==> src/scsi_msg_pkg.sv <==
package scsi_msg_pkg;

   // =========================================================
   // Message codes
   localparam logic [7:0] MSG_COMMAND_COMPLETE = 8'h00;
   localparam logic [7:0] MSG_SAVE_DATA_POINTER = 8'h02;
   localparam logic [7:0] MSG_RESTORE_POINTERS = 8'h03;
   localparam logic [7:0] MSG_DISCONNECT = 8'h04;
   localparam logic [7:0] MSG_ABORT = 8'h06;
   localparam logic [7:0] MSG_BUS_DEVICE_RESET = 8'h0C;
   localparam logic [7:0] MSG_IDENTIFY_MASK = 8'h80;

   // =========================================================
   // Nexus table
   localparam int NUM_LUNS = 8;
   localparam int LUN_W = 3;
   localparam int INIT_W = 3;
   localparam int NUM_INITS = 8;
   localparam int NUM_SLOTS = NUM_INITS * NUM_LUNS;
   localparam int SLOT_W = 6;

   // =========================================================
   // Command layout
   localparam int CDB_MAX = 128;
   localparam int CDB_LEN_W = 8;
   localparam int CDB_IDX_W = 7;
   localparam int CDB_LUN_BYTE = 1;
   localparam int CDB_LUN_HI = 7;
   localparam int CDB_LUN_LO = 5;
   localparam logic [2:0] GROUP_RESERVED_3 = 3'h3;
   localparam logic [2:0] GROUP_RESERVED_4 = 3'h4;

   // =========================================================
   // Timing
   localparam int BSY_RELEASE_US = 10;
   localparam int CLK_MHZ = 100;
   localparam int BSY_RELEASE_CYC = BSY_RELEASE_US * CLK_MHZ;
   // Pin sync and release latency taken off the busy deadline
   localparam int BSY_LATENCY_CYC = 5;
   localparam int BSY_CNT_W = 11;

   // =========================================================
   // Message-in choice after a transfer
   typedef enum logic [1:0]
   {
      EXIT_COMPLETE,
      EXIT_DISCONNECT,
      EXIT_RESTORE
   } exit_kind_e;

endpackage : scsi_msg_pkg

==> src/scsi_target_message_handler.sv <==
`timescale 1ns/1ps
// Notes on behaviour
// - Abort clears this nexus, then bus free
// - Abort leaves other nexus state alone
// - Abort on bare nexus: free, queue kept
// - Abort with nothing queued is no error
// - Abort ends extended contingent allegiance
// - Device reset ends all processes everywhere
// - Abort flushes volatile data, no media writes
// - Command complete sent, then release busy
// - Complete done on ACK negate, ATN false
// - Disconnect announces later reselection
// - Disconnect done on ACK negate, ATN false
// - Busy released within ten microseconds
// - Implicit restore, no explicit message sent
// - Never retry command or status by restore
// - Save pointer before disconnect after data
// - Opcode byte zero, control last, LUN bits
// - Command buffer accepts up to 128 bytes
// - Reserved fields zero (not checked), reserved opcodes refused
// - Every mandatory command is implemented; here the command bytes are only parsed, no command runs
// - First message identify, abort or reset
module scsi_target_message_handler
(
   // Clock and reset
   input wire logic sys_clk,
   input wire logic reset,
   input wire logic clk_en,
   // Bus pins
   input wire logic atn_pin,
   input wire logic ack_pin,
   input wire logic rst_pin,
   output logic bsy_out,
   output logic bsy_oe,
   // Message out from initiator
   input wire logic msg_out_valid,
   input wire logic [7:0] msg_out_byte,
   input wire logic [2:0] initiator_id,
   // Command bytes
   input wire logic cdb_valid,
   input wire logic [7:0] cdb_byte,
   input wire logic cdb_first,
   input wire logic cdb_last,
   // Core requests
   input wire logic selected,
   input wire logic data_moved,
   input wire logic op_finished,
   input wire logic op_disconnect,
   input wire logic flush_done,
   input wire logic set_eca,
   // Core answers
   output logic msg_in_req,
   output logic [7:0] msg_in_byte,
   output logic msg_out_phase,
   output logic flush_req,
   output logic media_write_inhibit,
   output logic bus_free,
   output logic [7:0] opcode,
   output logic [7:0] control,
   output logic [2:0] cmd_lun,
   output logic [7:0] cdb_len,
   output logic cdb_done,
   output logic cdb_reject,
   output logic [63:0] io_pending,
   output logic [63:0] eca_active
);

   typedef enum logic [3:0]
   {
      ST_IDLE,
      ST_FIRST_MSG,
      ST_CONNECTED,
      ST_SEND_SAVE,
      ST_SEND_EXIT,
      ST_WAIT_ACK,
      ST_FLUSH,
      ST_RELEASE,
      ST_MSG_OUT
   } state_e;

   state_e state;
   state_e next_state;
   logic atn_meta, atn_sync, ack_meta, ack_sync, rst_meta, rst_sync;
   logic ack_prev;
   logic ack_negated;
   logic identified;
   logic [2:0] lun;
   logic [5:0] slot;
   logic moved;
   logic exit_disc;
   logic exit_sent;
   logic exit_now;
   logic [7:0] next_msg;
   logic [10:0] bsy_count;
   logic timeout;
   logic is_abort, is_bdr, is_ident;
   logic abort_go, bdr_go;
   logic clear_nexus, clear_all;
   logic [5:0] unused_slot;

   // =========================================================
   // Pin synchronisers
   always_ff @(posedge sys_clk)
   begin
      if (reset)
      begin
         atn_meta <= 1'b0;
         atn_sync <= 1'b0;
         ack_meta <= 1'b0;
         ack_sync <= 1'b0;
         rst_meta <= 1'b0;
         rst_sync <= 1'b0;
         ack_prev <= 1'b0;
      end
      else if (clk_en)
      begin
         atn_meta <= atn_pin;
         atn_sync <= atn_meta;
         ack_meta <= ack_pin;
         ack_sync <= ack_meta;
         rst_meta <= rst_pin;
         rst_sync <= rst_meta;
         ack_prev <= ack_sync;
      end
   end

   // =========================================================
   // Decode
   assign ack_negated = ack_prev && !ack_sync;
   assign is_abort = msg_out_byte == scsi_msg_pkg::MSG_ABORT;
   assign is_bdr = msg_out_byte == scsi_msg_pkg::MSG_BUS_DEVICE_RESET;
   assign is_ident = (msg_out_byte & scsi_msg_pkg::MSG_IDENTIFY_MASK) != 8'h00;
   assign abort_go = msg_out_valid && is_abort
      && (state == ST_FIRST_MSG || state == ST_CONNECTED
      || state == ST_MSG_OUT);
   assign bdr_go = (msg_out_valid && is_bdr && state != ST_IDLE) || rst_sync;
   assign slot = {initiator_id, lun};
   // Only an identified nexus is cleared; a bare nexus keeps its queue
   assign clear_nexus = abort_go && identified;
   assign clear_all = bdr_go;
   assign timeout = bsy_count >= 11'(scsi_msg_pkg::BSY_RELEASE_CYC
      - scsi_msg_pkg::BSY_LATENCY_CYC);
   assign exit_now = state == ST_CONNECTED ? op_disconnect : exit_disc;
   assign next_msg = next_state == ST_SEND_SAVE
      ? scsi_msg_pkg::MSG_SAVE_DATA_POINTER
      : (exit_now ? scsi_msg_pkg::MSG_DISCONNECT
      : scsi_msg_pkg::MSG_COMMAND_COMPLETE);

   // =========================================================
   // Next state
   always_comb
   begin
      next_state = state;
      case (state)
         ST_IDLE:
            if (selected)
               next_state = ST_FIRST_MSG;
         ST_FIRST_MSG:
            if (msg_out_valid)
            begin
               if (is_ident)
                  next_state = ST_CONNECTED;
               else if (is_abort)
                  next_state = ST_RELEASE;
               else
                  next_state = ST_RELEASE;
            end
         ST_CONNECTED:
            if (abort_go)
               next_state = ST_FLUSH;
            else if (op_finished || op_disconnect)
               next_state = (moved && op_disconnect) ? ST_SEND_SAVE
                  : ST_SEND_EXIT;
         ST_SEND_SAVE:
            if (ack_negated)
               next_state = ST_SEND_EXIT;
         ST_SEND_EXIT:
            next_state = ST_WAIT_ACK;
         ST_WAIT_ACK:
            if (ack_negated)
               next_state = atn_sync ? ST_MSG_OUT : ST_RELEASE;
         ST_FLUSH:
            if (flush_done)
               next_state = ST_RELEASE;
         ST_RELEASE:
            next_state = ST_IDLE;
         ST_MSG_OUT:
            if (abort_go)
               next_state = ST_FLUSH;
            else if (msg_out_valid)
               next_state = ST_CONNECTED;
         default:
            next_state = ST_IDLE;
      endcase
      if (bdr_go)
         next_state = ST_RELEASE;
      else if (timeout && (state == ST_WAIT_ACK || state == ST_MSG_OUT)
         && exit_sent)
         next_state = ST_RELEASE;
   end

   // =========================================================
   // State and context
   always_ff @(posedge sys_clk)
   begin
      if (reset)
      begin
         state <= ST_IDLE;
         identified <= 1'b0;
         lun <= 3'h0;
         moved <= 1'b0;
         exit_disc <= 1'b0;
         exit_sent <= 1'b0;
         bsy_count <= 11'h000;
      end
      else if (clk_en)
      begin
         state <= next_state;
         if (state == ST_FIRST_MSG && msg_out_valid && is_ident)
         begin
            identified <= 1'b1;
            lun <= msg_out_byte[2:0];
         end
         if (state == ST_CONNECTED && (op_finished || op_disconnect))
            exit_disc <= op_disconnect;
         if (state == ST_SEND_SAVE && ack_negated)
            moved <= 1'b0;
         if (data_moved)
            moved <= 1'b1;
         if (state == ST_WAIT_ACK && ack_negated)
            exit_sent <= 1'b1;
         bsy_count <= exit_sent ? bsy_count + 11'h001 : 11'h000;
         if (next_state == ST_IDLE)
         begin
            identified <= 1'b0;
            moved <= 1'b0;
            exit_sent <= 1'b0;
         end
      end
   end

   // =========================================================
   // Outputs
   always_ff @(posedge sys_clk)
   begin
      if (reset)
      begin
         bsy_out <= 1'b0;
         msg_in_req <= 1'b0;
         msg_in_byte <= 8'h00;
      end
      else if (clk_en)
      begin
         bsy_out <= next_state != ST_IDLE && next_state != ST_RELEASE;
         msg_in_req <= next_state == ST_SEND_SAVE
            || next_state == ST_SEND_EXIT || next_state == ST_WAIT_ACK;
         if (next_state == ST_SEND_SAVE || next_state == ST_SEND_EXIT)
            msg_in_byte <= next_msg;
      end
   end

   assign bsy_oe = bsy_out;
   assign msg_out_phase = state == ST_MSG_OUT;
   assign flush_req = state == ST_FLUSH;
   assign media_write_inhibit = state == ST_FLUSH;
   assign bus_free = state == ST_IDLE;

   // =========================================================
   // Submodules
   scsi_cdb_check u_cdb
   (
      .sys_clk(sys_clk),
      .reset(reset),
      .clk_en(clk_en),
      .cdb_valid(cdb_valid),
      .cdb_byte(cdb_byte),
      .cdb_first(cdb_first),
      .cdb_last(cdb_last),
      .lun_by_identify(identified),
      .identify_lun(lun),
      .opcode(opcode),
      .control(control),
      .cmd_lun(cmd_lun),
      .cdb_len(cdb_len),
      .cdb_done(cdb_done),
      .cdb_reject(cdb_reject)
   );

   scsi_nexus_table u_nexus
   (
      .sys_clk(sys_clk),
      .reset(reset),
      .clk_en(clk_en),
      .add_io(cdb_done && !cdb_reject),
      .finish_io(state == ST_RELEASE && !exit_disc && exit_sent),
      .clear_nexus(clear_nexus),
      .clear_all(clear_all),
      .set_eca(set_eca),
      .slot(slot),
      .active_slot_flags(unused_slot),
      .io_pending(io_pending),
      .eca_active(eca_active)
   );

endmodule : scsi_target_message_handler

==> src/scsi_cdb_check.sv <==
`timescale 1ns/1ps
module scsi_cdb_check
(
   // Clock and reset
   input wire logic sys_clk,
   input wire logic reset,
   input wire logic clk_en,
   // Command byte stream
   input wire logic cdb_valid,
   input wire logic [7:0] cdb_byte,
   input wire logic cdb_first,
   input wire logic cdb_last,
   input wire logic lun_by_identify,
   input wire logic [2:0] identify_lun,
   // Results
   output logic [7:0] opcode,
   output logic [7:0] control,
   output logic [2:0] cmd_lun,
   output logic [7:0] cdb_len,
   output logic cdb_done,
   output logic cdb_reject
);

   logic [7:0] count;
   logic [2:0] group;
   logic reserved_op;
   logic too_long;
   logic [7:0] next_count;

   assign group = cdb_byte[7:5];
   assign reserved_op = cdb_first && (group == scsi_msg_pkg::GROUP_RESERVED_3
      || group == scsi_msg_pkg::GROUP_RESERVED_4);
   assign next_count = cdb_first ? 8'h01 : count + 8'h01;
   assign too_long = next_count > 8'(scsi_msg_pkg::CDB_MAX);

   // =========================================================
   // Byte capture
   always_ff @(posedge sys_clk)
   begin
      if (reset)
      begin
         count <= 8'h00;
         opcode <= 8'h00;
         control <= 8'h00;
         cmd_lun <= 3'h0;
         cdb_len <= 8'h00;
         cdb_done <= 1'b0;
         cdb_reject <= 1'b0;
      end
      else if (clk_en)
      begin
         cdb_done <= 1'b0;
         if (cdb_valid)
         begin
            count <= next_count;
            if (cdb_first)
            begin
               opcode <= cdb_byte;
               cdb_reject <= reserved_op;
               cmd_lun <= identify_lun;
            end
            else if (too_long)
               cdb_reject <= 1'b1;
            if (!cdb_first && count == 8'(scsi_msg_pkg::CDB_LUN_BYTE)
               && !lun_by_identify)
               cmd_lun <= cdb_byte[scsi_msg_pkg::CDB_LUN_HI:
                  scsi_msg_pkg::CDB_LUN_LO];
            if (cdb_last)
            begin
               control <= cdb_byte;
               cdb_len <= next_count;
               cdb_done <= 1'b1;
            end
         end
      end
   end

endmodule : scsi_cdb_check

==> src/scsi_nexus_table.sv <==
`timescale 1ns/1ps
module scsi_nexus_table
(
   // Clock and reset
   input wire logic sys_clk,
   input wire logic reset,
   input wire logic clk_en,
   // Updates
   input wire logic add_io,
   input wire logic finish_io,
   input wire logic clear_nexus,
   input wire logic clear_all,
   input wire logic set_eca,
   input wire logic [5:0] slot,
   // State
   output logic [5:0] active_slot_flags,
   output logic [63:0] io_pending,
   output logic [63:0] eca_active
);

   // =========================================================
   // Per-nexus state
   genvar i;
   generate
      for (i = 0; i < scsi_msg_pkg::NUM_SLOTS; i++)
      begin : g_slot
         logic hit;
         assign hit = slot == 6'(i);
         always_ff @(posedge sys_clk)
         begin
            if (reset)
            begin
               io_pending[i] <= 1'b0;
               eca_active[i] <= 1'b0;
            end
            else if (clk_en)
            begin
               if (clear_all)
                  io_pending[i] <= 1'b0;
               else if (hit && clear_nexus)
                  io_pending[i] <= 1'b0;
               else if (hit && add_io)
                  io_pending[i] <= 1'b1;
               else if (hit && finish_io)
                  io_pending[i] <= 1'b0;
               if (clear_all || (hit && clear_nexus))
                  eca_active[i] <= 1'b0;
               else if (hit && set_eca)
                  eca_active[i] <= 1'b1;
            end
         end
      end
   endgenerate

   assign active_slot_flags = slot;

endmodule : scsi_nexus_table

==> config.mk <==
export PLATFORM = sky130hd
export DESIGN_NAME = scsi_target_message_handler
export DESIGN_NICKNAME = d
export VERILOG_FILES = /design/src/scsi_msg_pkg.sv /design/src/scsi_target_message_handler.sv /design/src/scsi_cdb_check.sv /design/src/scsi_nexus_table.sv
export SDC_FILE = /design/constraint.sdc
export NUM_CORES = 1
export LEC_CHECK = 0
export ABC_AREA = 1
export BUFFER_PORTS_ARGS = -buffer_cell sky130_fd_sc_hd__clkbuf_2
export CAP_MARGIN = 25
export CELL_PAD_IN_SITES_DETAIL_PLACEMENT = 1
export CELL_PAD_IN_SITES_GLOBAL_PLACEMENT = 1
export CORE_AREA = 2 2 161 163
export DETAILED_ROUTE_END_ITERATION = 10
export DIE_AREA = 0 0 163 165
export GPL_TIMING_DRIVEN = 0
export PLACE_DENSITY = 0.8
export SLEW_MARGIN = 20
export SYNTH_ARGS = -nofsm -noshare
export SYNTH_HDL_FRONTEND = slang
export SYNTH_SLANG_ARGS = --single-unit
==> constraint.sdc <==
create_clock -name sys_clk -period 2.2 [get_ports sys_clk]
set_input_delay 0.33 -clock sys_clk [delete_from_list [all_inputs] [get_ports sys_clk]]
set_output_delay 0.33 -clock sys_clk [all_outputs]
set_load 0.005 [all_outputs]
==> results of run 1 <==
[routing by layer]
layer  track usage (%)  wire length [µm]
met5                 0                16
met4              11.1              1180
met3              5.15              1980
met2              47.1             17500
met1              32.4             15400
[synth_stat cells (all sizes together)]
cell and number:
o22ai 11, nand4 5, and2 1, nor4 3, a41oi 1, nor3 69, o21bai 2, nand3 45
clkbuf 50, a21oi 127, o211a 1, nand2 440, xnor2 1, a211oi 2, conb 1, or2 1
a31oi 54, inv 164, dfxtp 198, nor2 201, o31ai 1, ha 3, buf 29, clkinv 1
o21ai 43, nand3b 3
[critical path, delay by kind of cell, from the launching register on]
family	cells	cell delay, ps
simple gates	3	500
buf+inv	3	370
flops	1	400
[registers in the layout, summed over array words and instances, names as in the netlist, 3 cells and up]
| signal | flops |
|---|---|
| u_cdb.control | 8 |
| u_cdb.count | 8 |
| u_nexus.io_pending | 64 |
| u_cdb.opcode | 8 |
| bsy_count | 11 |
| u_cdb.cdb_len | 8 |
| lun | 3 |
| state | 4 |
| u_cdb.cmd_lun | 3 |
| u_nexus.eca_active | 64 |
[cell type report]
| cell class | instances | area [µm²] | share of cell area (%) |
|---|---|---|---|
| repair buffers | 200 | 1020 | 8.80 |
| multi-input cells | 1020 | 4530 | 39.2 |
| plain buffers | 79 | 394 | 3.41 |
| well taps | 330 | 413 | 3.57 |
| clock buffers | 17 | 425 | 3.68 |
| inverters | 165 | 619 | 5.36 |
| clock inverters | 15 | 184 | 1.59 |
| flip-flops and latches | 198 | 3970 | 34.3 |
[timing repair]
item | 4_1_cts | 5_1_grt
resized for setup | 7 | 10
pin swaps | 1 | 0
buffers inserted | 1 | 0
endpoints found under the setup margin | 67 | 75
[metrics by stage]
step	instances	cell area [µm²]	power, mW	hold slack [ps]	worst slack, ps
2_1_floorplan	1462	9460	4.27	420	537
3_5_place_dp	1991	10900	4.57	438	-288
4_1_cts	2024	11500	7.82	59.1	87.9
5_1_grt	2024	11500	8.08	66.3	-1.60
3_3_place_gp	1991	10900	4.55	434	-262
6_report	2024	11500	7.79	73.3	148
[cell families (layout without fill, tap and decap cells)]
family / count (synthesis) / after routing
AOI/OAI and AO/OA: 242 / 242
xor gates and xnor gates: 1 / 1
adders and majority gates: 3 / 3
buffers and inverters: 244 / 476
DFF: 198 / 198
other: 1 / 6
and+or+nand+nor: 768 / 768
[worst paths after layout]
check | from | end | depth (start not counted)
worst min register to register | u_nexus.eca_active[45] | u_nexus.eca_active[45] | 2
worst max-delay path | state[2] | media_write_inhibit | 6
worst min-delay path | cdb_last | u_cdb.cdb_len[1] | 2
worst max register to register | state[3] | u_nexus.io_pending[4] | 11
[cell usage in the layout, fill, tap and decap left out, types with 11 or more instances in the layout]
master / instances
o21ai_0: 42
a31oi_1: 54
nand2_1: 440
o22ai_1: 11
clkbuf_16: 17
nor3_1: 67
dfxtp_1: 197
nand3_1: 42
clkbuf_2: 205
a21oi_1: 126
inv_1: 161
nor2_1: 192
clkbuf_1: 44
[power by group through the flow]
stage	sequential, mW	clock [mW]	combinational (mW)
3_3_place_gp	3.77	0	0.776
3_5_place_dp	3.78	0	0.795
2_1_floorplan	3.77	0	0.499
5_1_grt	3.70	3.48	0.904
4_1_cts	3.70	3.32	0.803
6_report	3.70	3.28	0.812
==> impl_metrics.yaml, run 1 <==
outcome:
  outcome: "completed"
route:
  vias: 10518
  first_iter_violations: 640
  wl_per_cell_um: 17.8
  wl_mm: 36.1
  via_per_inst: 5.20
  ant_nets: 0
  firstDrtPassIters: 5
  drc_errors: 0
sta:
  finalSetupViolations: 0
  worst_pin_slew_ps: 799
  maxSlewHeadroom_pct: 46.8
  finalClockSkew_ps: 15.3
  rsz0062_at_grt: "true"
  max_freq_mhz: 487
  tns_ps: 0
  final_hold_viol_count: 0
  slew_viol_final: 0
  fin_crit_sh_pct: 93.3
  finalCriticalPeriod_ps: 2050
synthesis:
  synth.area.top_cells: "dfxtp_1 (42%), nand2_1 (17%), nor2_1 (7.7%), a21oi_1 (6.7%), inv_1 (6.4%)"
  yosysWarningCount: 0
  synth-compound-area-share_pct: 13.9
  yosysUniqueCellTypes: 36
  synth-simple-area-share_pct: 33.0
  synth_cells: 1457
  synth_top_family_by_area: "simple AND/OR/NAND/NOR gates"
  synth_fa_ha_area_share_pct: 0.397
  synthMuxAreaShare_pct: 0
  synth_area_mm2: 0.00945
  synth_top_area_share_pct: 42.0
  avgSynthCellArea_um2: 6.48
  ys_seq_elements: 198
  synth_seq_area_share_pct: 42.0
  yosysTopAreaCell: "dfxtp_1"
  synth-xor-area-share_pct: 0.0927
clock_network:
  clockBufferDepth: 2
  clk_latency_ps: 450
  h-tree-depth: 4
  clk_pin_slew_ps: 80
  clockRootBuffer: "clkbuf_16"
  cts_made_buffers: 17
  cts_tree: "done"
  cts_sinks: 198
  holdBufCountCts: 0
power:
  ir_worst_vdd_v: 0.000382
  p_sw_mw: 2.27
  p_leak_nw: 5.46
  pwr-share-comb_pct: 10.4
  clockPowerShare_pct: 42.1
  power_density_mw_per_mm2: 674
  p_sw_share_pct: 29.2
  seqPwrFrac_pct: 47.4
  intPower_mw: 5.52
placement:
  gp_congestion: 0.881
  port_buffers: 199
  dpl.hpwl_mm: 27.1
final_layout:
  antennaDiodeCount: 0
  final_core_util_pct: 46.1
  num-fill-cells: 3420
  finalNetCount: 1719
  area_delta_synth_final_pct: 22.3
  drive_gt1_share_pct: 16.6
worst_setup_path:
  crit_type: "register to output port"
  critPathLaunchType: "register"
  cp_slowest_cell: "dfxtp_1"
  cp-end-kind: "output port"
  crit_path_max_incr_delay_ps: 400
  cp.arrival_ps: 1720
  ff2ff_setup_slack_ps: 150
  crit_fanout: 7
  crit_path_cell_trace: "inv_1, nor2_4, nand2_1, nor2_2, buf_4, clkbuf_2"
  cp.required_ps: 1870
die:
  coreArea_mm2: 0.0250
  io_pins: 207
  die_y_um: 165
  die-area_mm2: 0.0269
  die_x_um: 163
  row_count: 58
  start_util_pct: 37.7
hold_path:
  hold_path_class: "input pin to register"
grt:
  grt_max_degree: 21
  grt_pass1_vias: 10741
  track_usage_pct: 26.9
  antenna_found_initial: 1
  grt_pass1_wl_mm: 56.5
  grt.overflow.total: 0
flow_run:
  maxCapViolations: 0
(Power assumes the default switching activity.)
==> inputs of run 2 (changes only) <==
--- a/config.mk
+++ b/config.mk
@@ -10,11 +10,11 @@
 export CAP_MARGIN = 25
 export CELL_PAD_IN_SITES_DETAIL_PLACEMENT = 1
 export CELL_PAD_IN_SITES_GLOBAL_PLACEMENT = 1
-export CORE_AREA = 2 2 161 163
+export CORE_AREA = 2 2 170 172
 export DETAILED_ROUTE_END_ITERATION = 10
-export DIE_AREA = 0 0 163 165
+export DIE_AREA = 0 0 172 174
 export GPL_TIMING_DRIVEN = 0
-export PLACE_DENSITY = 0.8
+export PLACE_DENSITY = 0.75
 export SLEW_MARGIN = 20
 export SYNTH_ARGS = -nofsm -noshare
 export SYNTH_HDL_FRONTEND = slang
==> constraint.sdc (replaced) <==
create_clock -name sys_clk -period 1.8 [get_ports sys_clk]
set_input_delay 0.27 -clock sys_clk [delete_from_list [all_inputs] [get_ports sys_clk]]
set_output_delay 0.27 -clock sys_clk [all_outputs]
set_load 0.005 [all_outputs]
==> impl_metrics.yaml, run 2 (same netlist as run 1, synthesis figures left out) <==
die:
  die_x_um: 172
  io_pins: 207
  die_y_um: 174
  start_util_pct: 33.5
  coreArea_mm2: 0.0282
  row_count: 62
  die-area_mm2: 0.0299
route:
  routed-wl-met3_mm: 1.92
  highest_layer: "met4"
  ant_nets: 0
  dr_wl_met2_mm: 18.3
  firstDrtPassIters: 4
  wl_per_cell_um: 17.9
  drc_errors: 0
  wl_mm: 37.7
  routedLengthMet1_mm: 16.7
  via_per_inst: 5.03
  first_iter_violations: 536
  vias: 10582
grt:
  grt_pass1_vias: 10529
  grt_max_degree: 21
  antenna_found_initial: 1
  grt.overflow.total: 0
  track_usage_pct: 24.7
  grt_pass1_wl_mm: 57.7
final_layout:
  final_core_util_pct: 44.6
  finalNonFillerCells: 2105
  postLayoutCellArea_mm2: 0.0126
  final_cell_mix: "nand2_1 (382), clkbuf_2 (210), dfxtp_1 (192), nor2_1 (165), inv_1 (157)"
  final_common_cell: "nand2_1"
  drive_gt1_share_pct: 27.2
  finalNetCount: 1745
  reg_top3: "u_nexus.eca_active x64, u_nexus.io_pending x64, bsy_count x11"
  area_delta_synth_final_pct: 33.4
power:
  pwr-share-comb_pct: 12.5
  clockPowerShare_pct: 41.2
  p_leak_nw: 5.69
  power_density_mw_per_mm2: 774
  p_sw_mw: 2.91
  intPower_mw: 6.85
  ir_worst_vdd_v: 0.000539
  p_sw_share_pct: 29.8
  seqPwrFrac_pct: 46.3
placement:
  port_buffers: 199
  dpl.hpwl_mm: 27.6
  dp_cells: 2045
  placedInstanceArea_mm2: 0.0109
  gp_congestion: 0.873
sta:
  tns_ps: -11.4
  finalSetupViolations: 1
  holdWs_ps: 11.8
  finalCriticalPeriod_ps: 1810
  final_hold_viol_count: 0
  max_freq_mhz: 552
  fin_crit_sh_pct: 101
  finalClockSkew_ps: 14.0
  fin_ws_ps: -11.4
  rsz0062_at_grt: "true"
  slew_viol_final: 0
  maxSlewHeadroom_pct: 46.6
  worst_pin_slew_ps: 801
outcome:
  violations: "negative setup slack"
  outcome: "finished, violations left"
clock_network:
  clk_pin_slew_ps: 80
  h-tree-depth: 4
  clockBufferDepth: 2
  cts_tree: "done"
  holdBufCountCts: 0
  cts_made_buffers: 17
  clockRootBuffer: "clkbuf_16"
  cts_sinks: 198
  clk_latency_ps: 450
flow_run:
  maxCapViolations: 0
worst_setup_path:
  crit_fanout: 4
  critPathBufInv: 3
  cp-end-kind: "output port"
  path_delay_family: "simple AND/OR/NAND/NOR gates"
  cp.required_ps: 1530
  reg2reg_depth: 12
  cp.arrival_ps: 1540
  cp_slowest_cell: "dfxtp_4"
  critPathLaunchType: "register"
  crit_path_max_incr_delay_ps: 370
  crit_type: "register to output port"
  cp_common_cell: "nor2_4"
  crit_path_cell_trace: "buf_12, nor2_4, nand2_2, nor2_4, buf_4, clkbuf_2"
  cp.depth: 6
hold_path:
  hold_path_class: "input pin to register"
  holdPathStages: 2
## run 2: timing repair
item	in CTS	in global routing
gates cloned	1	0
pin swaps	13	13
buffers inserted	19	8
resized for setup	80	155
setup endpoints to repair	140	170
## run 2: worst reg2reg max path: stages (launching register included)
cell and delay [ps]:
dfxtp_4 370, nor2_4 190, nand3_2 120, inv_2 90, nor2_2 50, nor3_4 140, buf_12 190, buf_4 160
nand2_1 50, nand2_1 50, nand2_1 40, nand2_1 130, nor3_1 90
## run 2: power by group through the flow
stage / registers (mW) / logic [mW] / clock network [mW]
floorplan: 4.60 / 0.609 / 0
global placement: 4.61 / 0.961 / 0
detailed placement: 4.62 / 0.981 / 0
CTS: 4.52 / 1.08 / 4.08
global route: 4.53 / 1.34 / 4.26
finish: 4.52 / 1.22 / 4.02
## run 2: final cells by class
type	instances	area, µm²
diodes	1	2.50
plain buffers	78	474
clock buffers	17	425
clock inverters	15	183
fillers	3735	15600
inverters	165	627
multi-input cells	1020	5140
flip-flops and latches	198	3980
well taps	384	480
repair buffers	227	1280
## run 2: through the flow
| stage | worst slack, ps | total power [mW] |
|---|---|---|
| finish | -11.4 | 9.76 |
| global route | -144 | 10.1 |
| CTS | -7.91 | 9.68 |
| detailed placement | -738 | 5.60 |
| global placement | -704 | 5.58 |
| floorplan | 137 | 5.21 |
## run 2: path summary, 6_finish.rpt
kind | endpoint | start | slack (ps)
worst min register to register | u_nexus.eca_active[31] | u_nexus.eca_active[31] | 450
worst max-delay path | media_write_inhibit | state[3] | -10
worst min-delay path | u_cdb.cdb_len[1] | cdb_last | 10
worst max register to register | u_nexus.io_pending[20] | state[2] | 0
## run 2: per-layer routing
metal	up-vias	track usage (%)
met5	-	0
met4	0	6.62
met3	51	4.58
met2	264	42.4
met1	5137	31.6
li1	5130	-
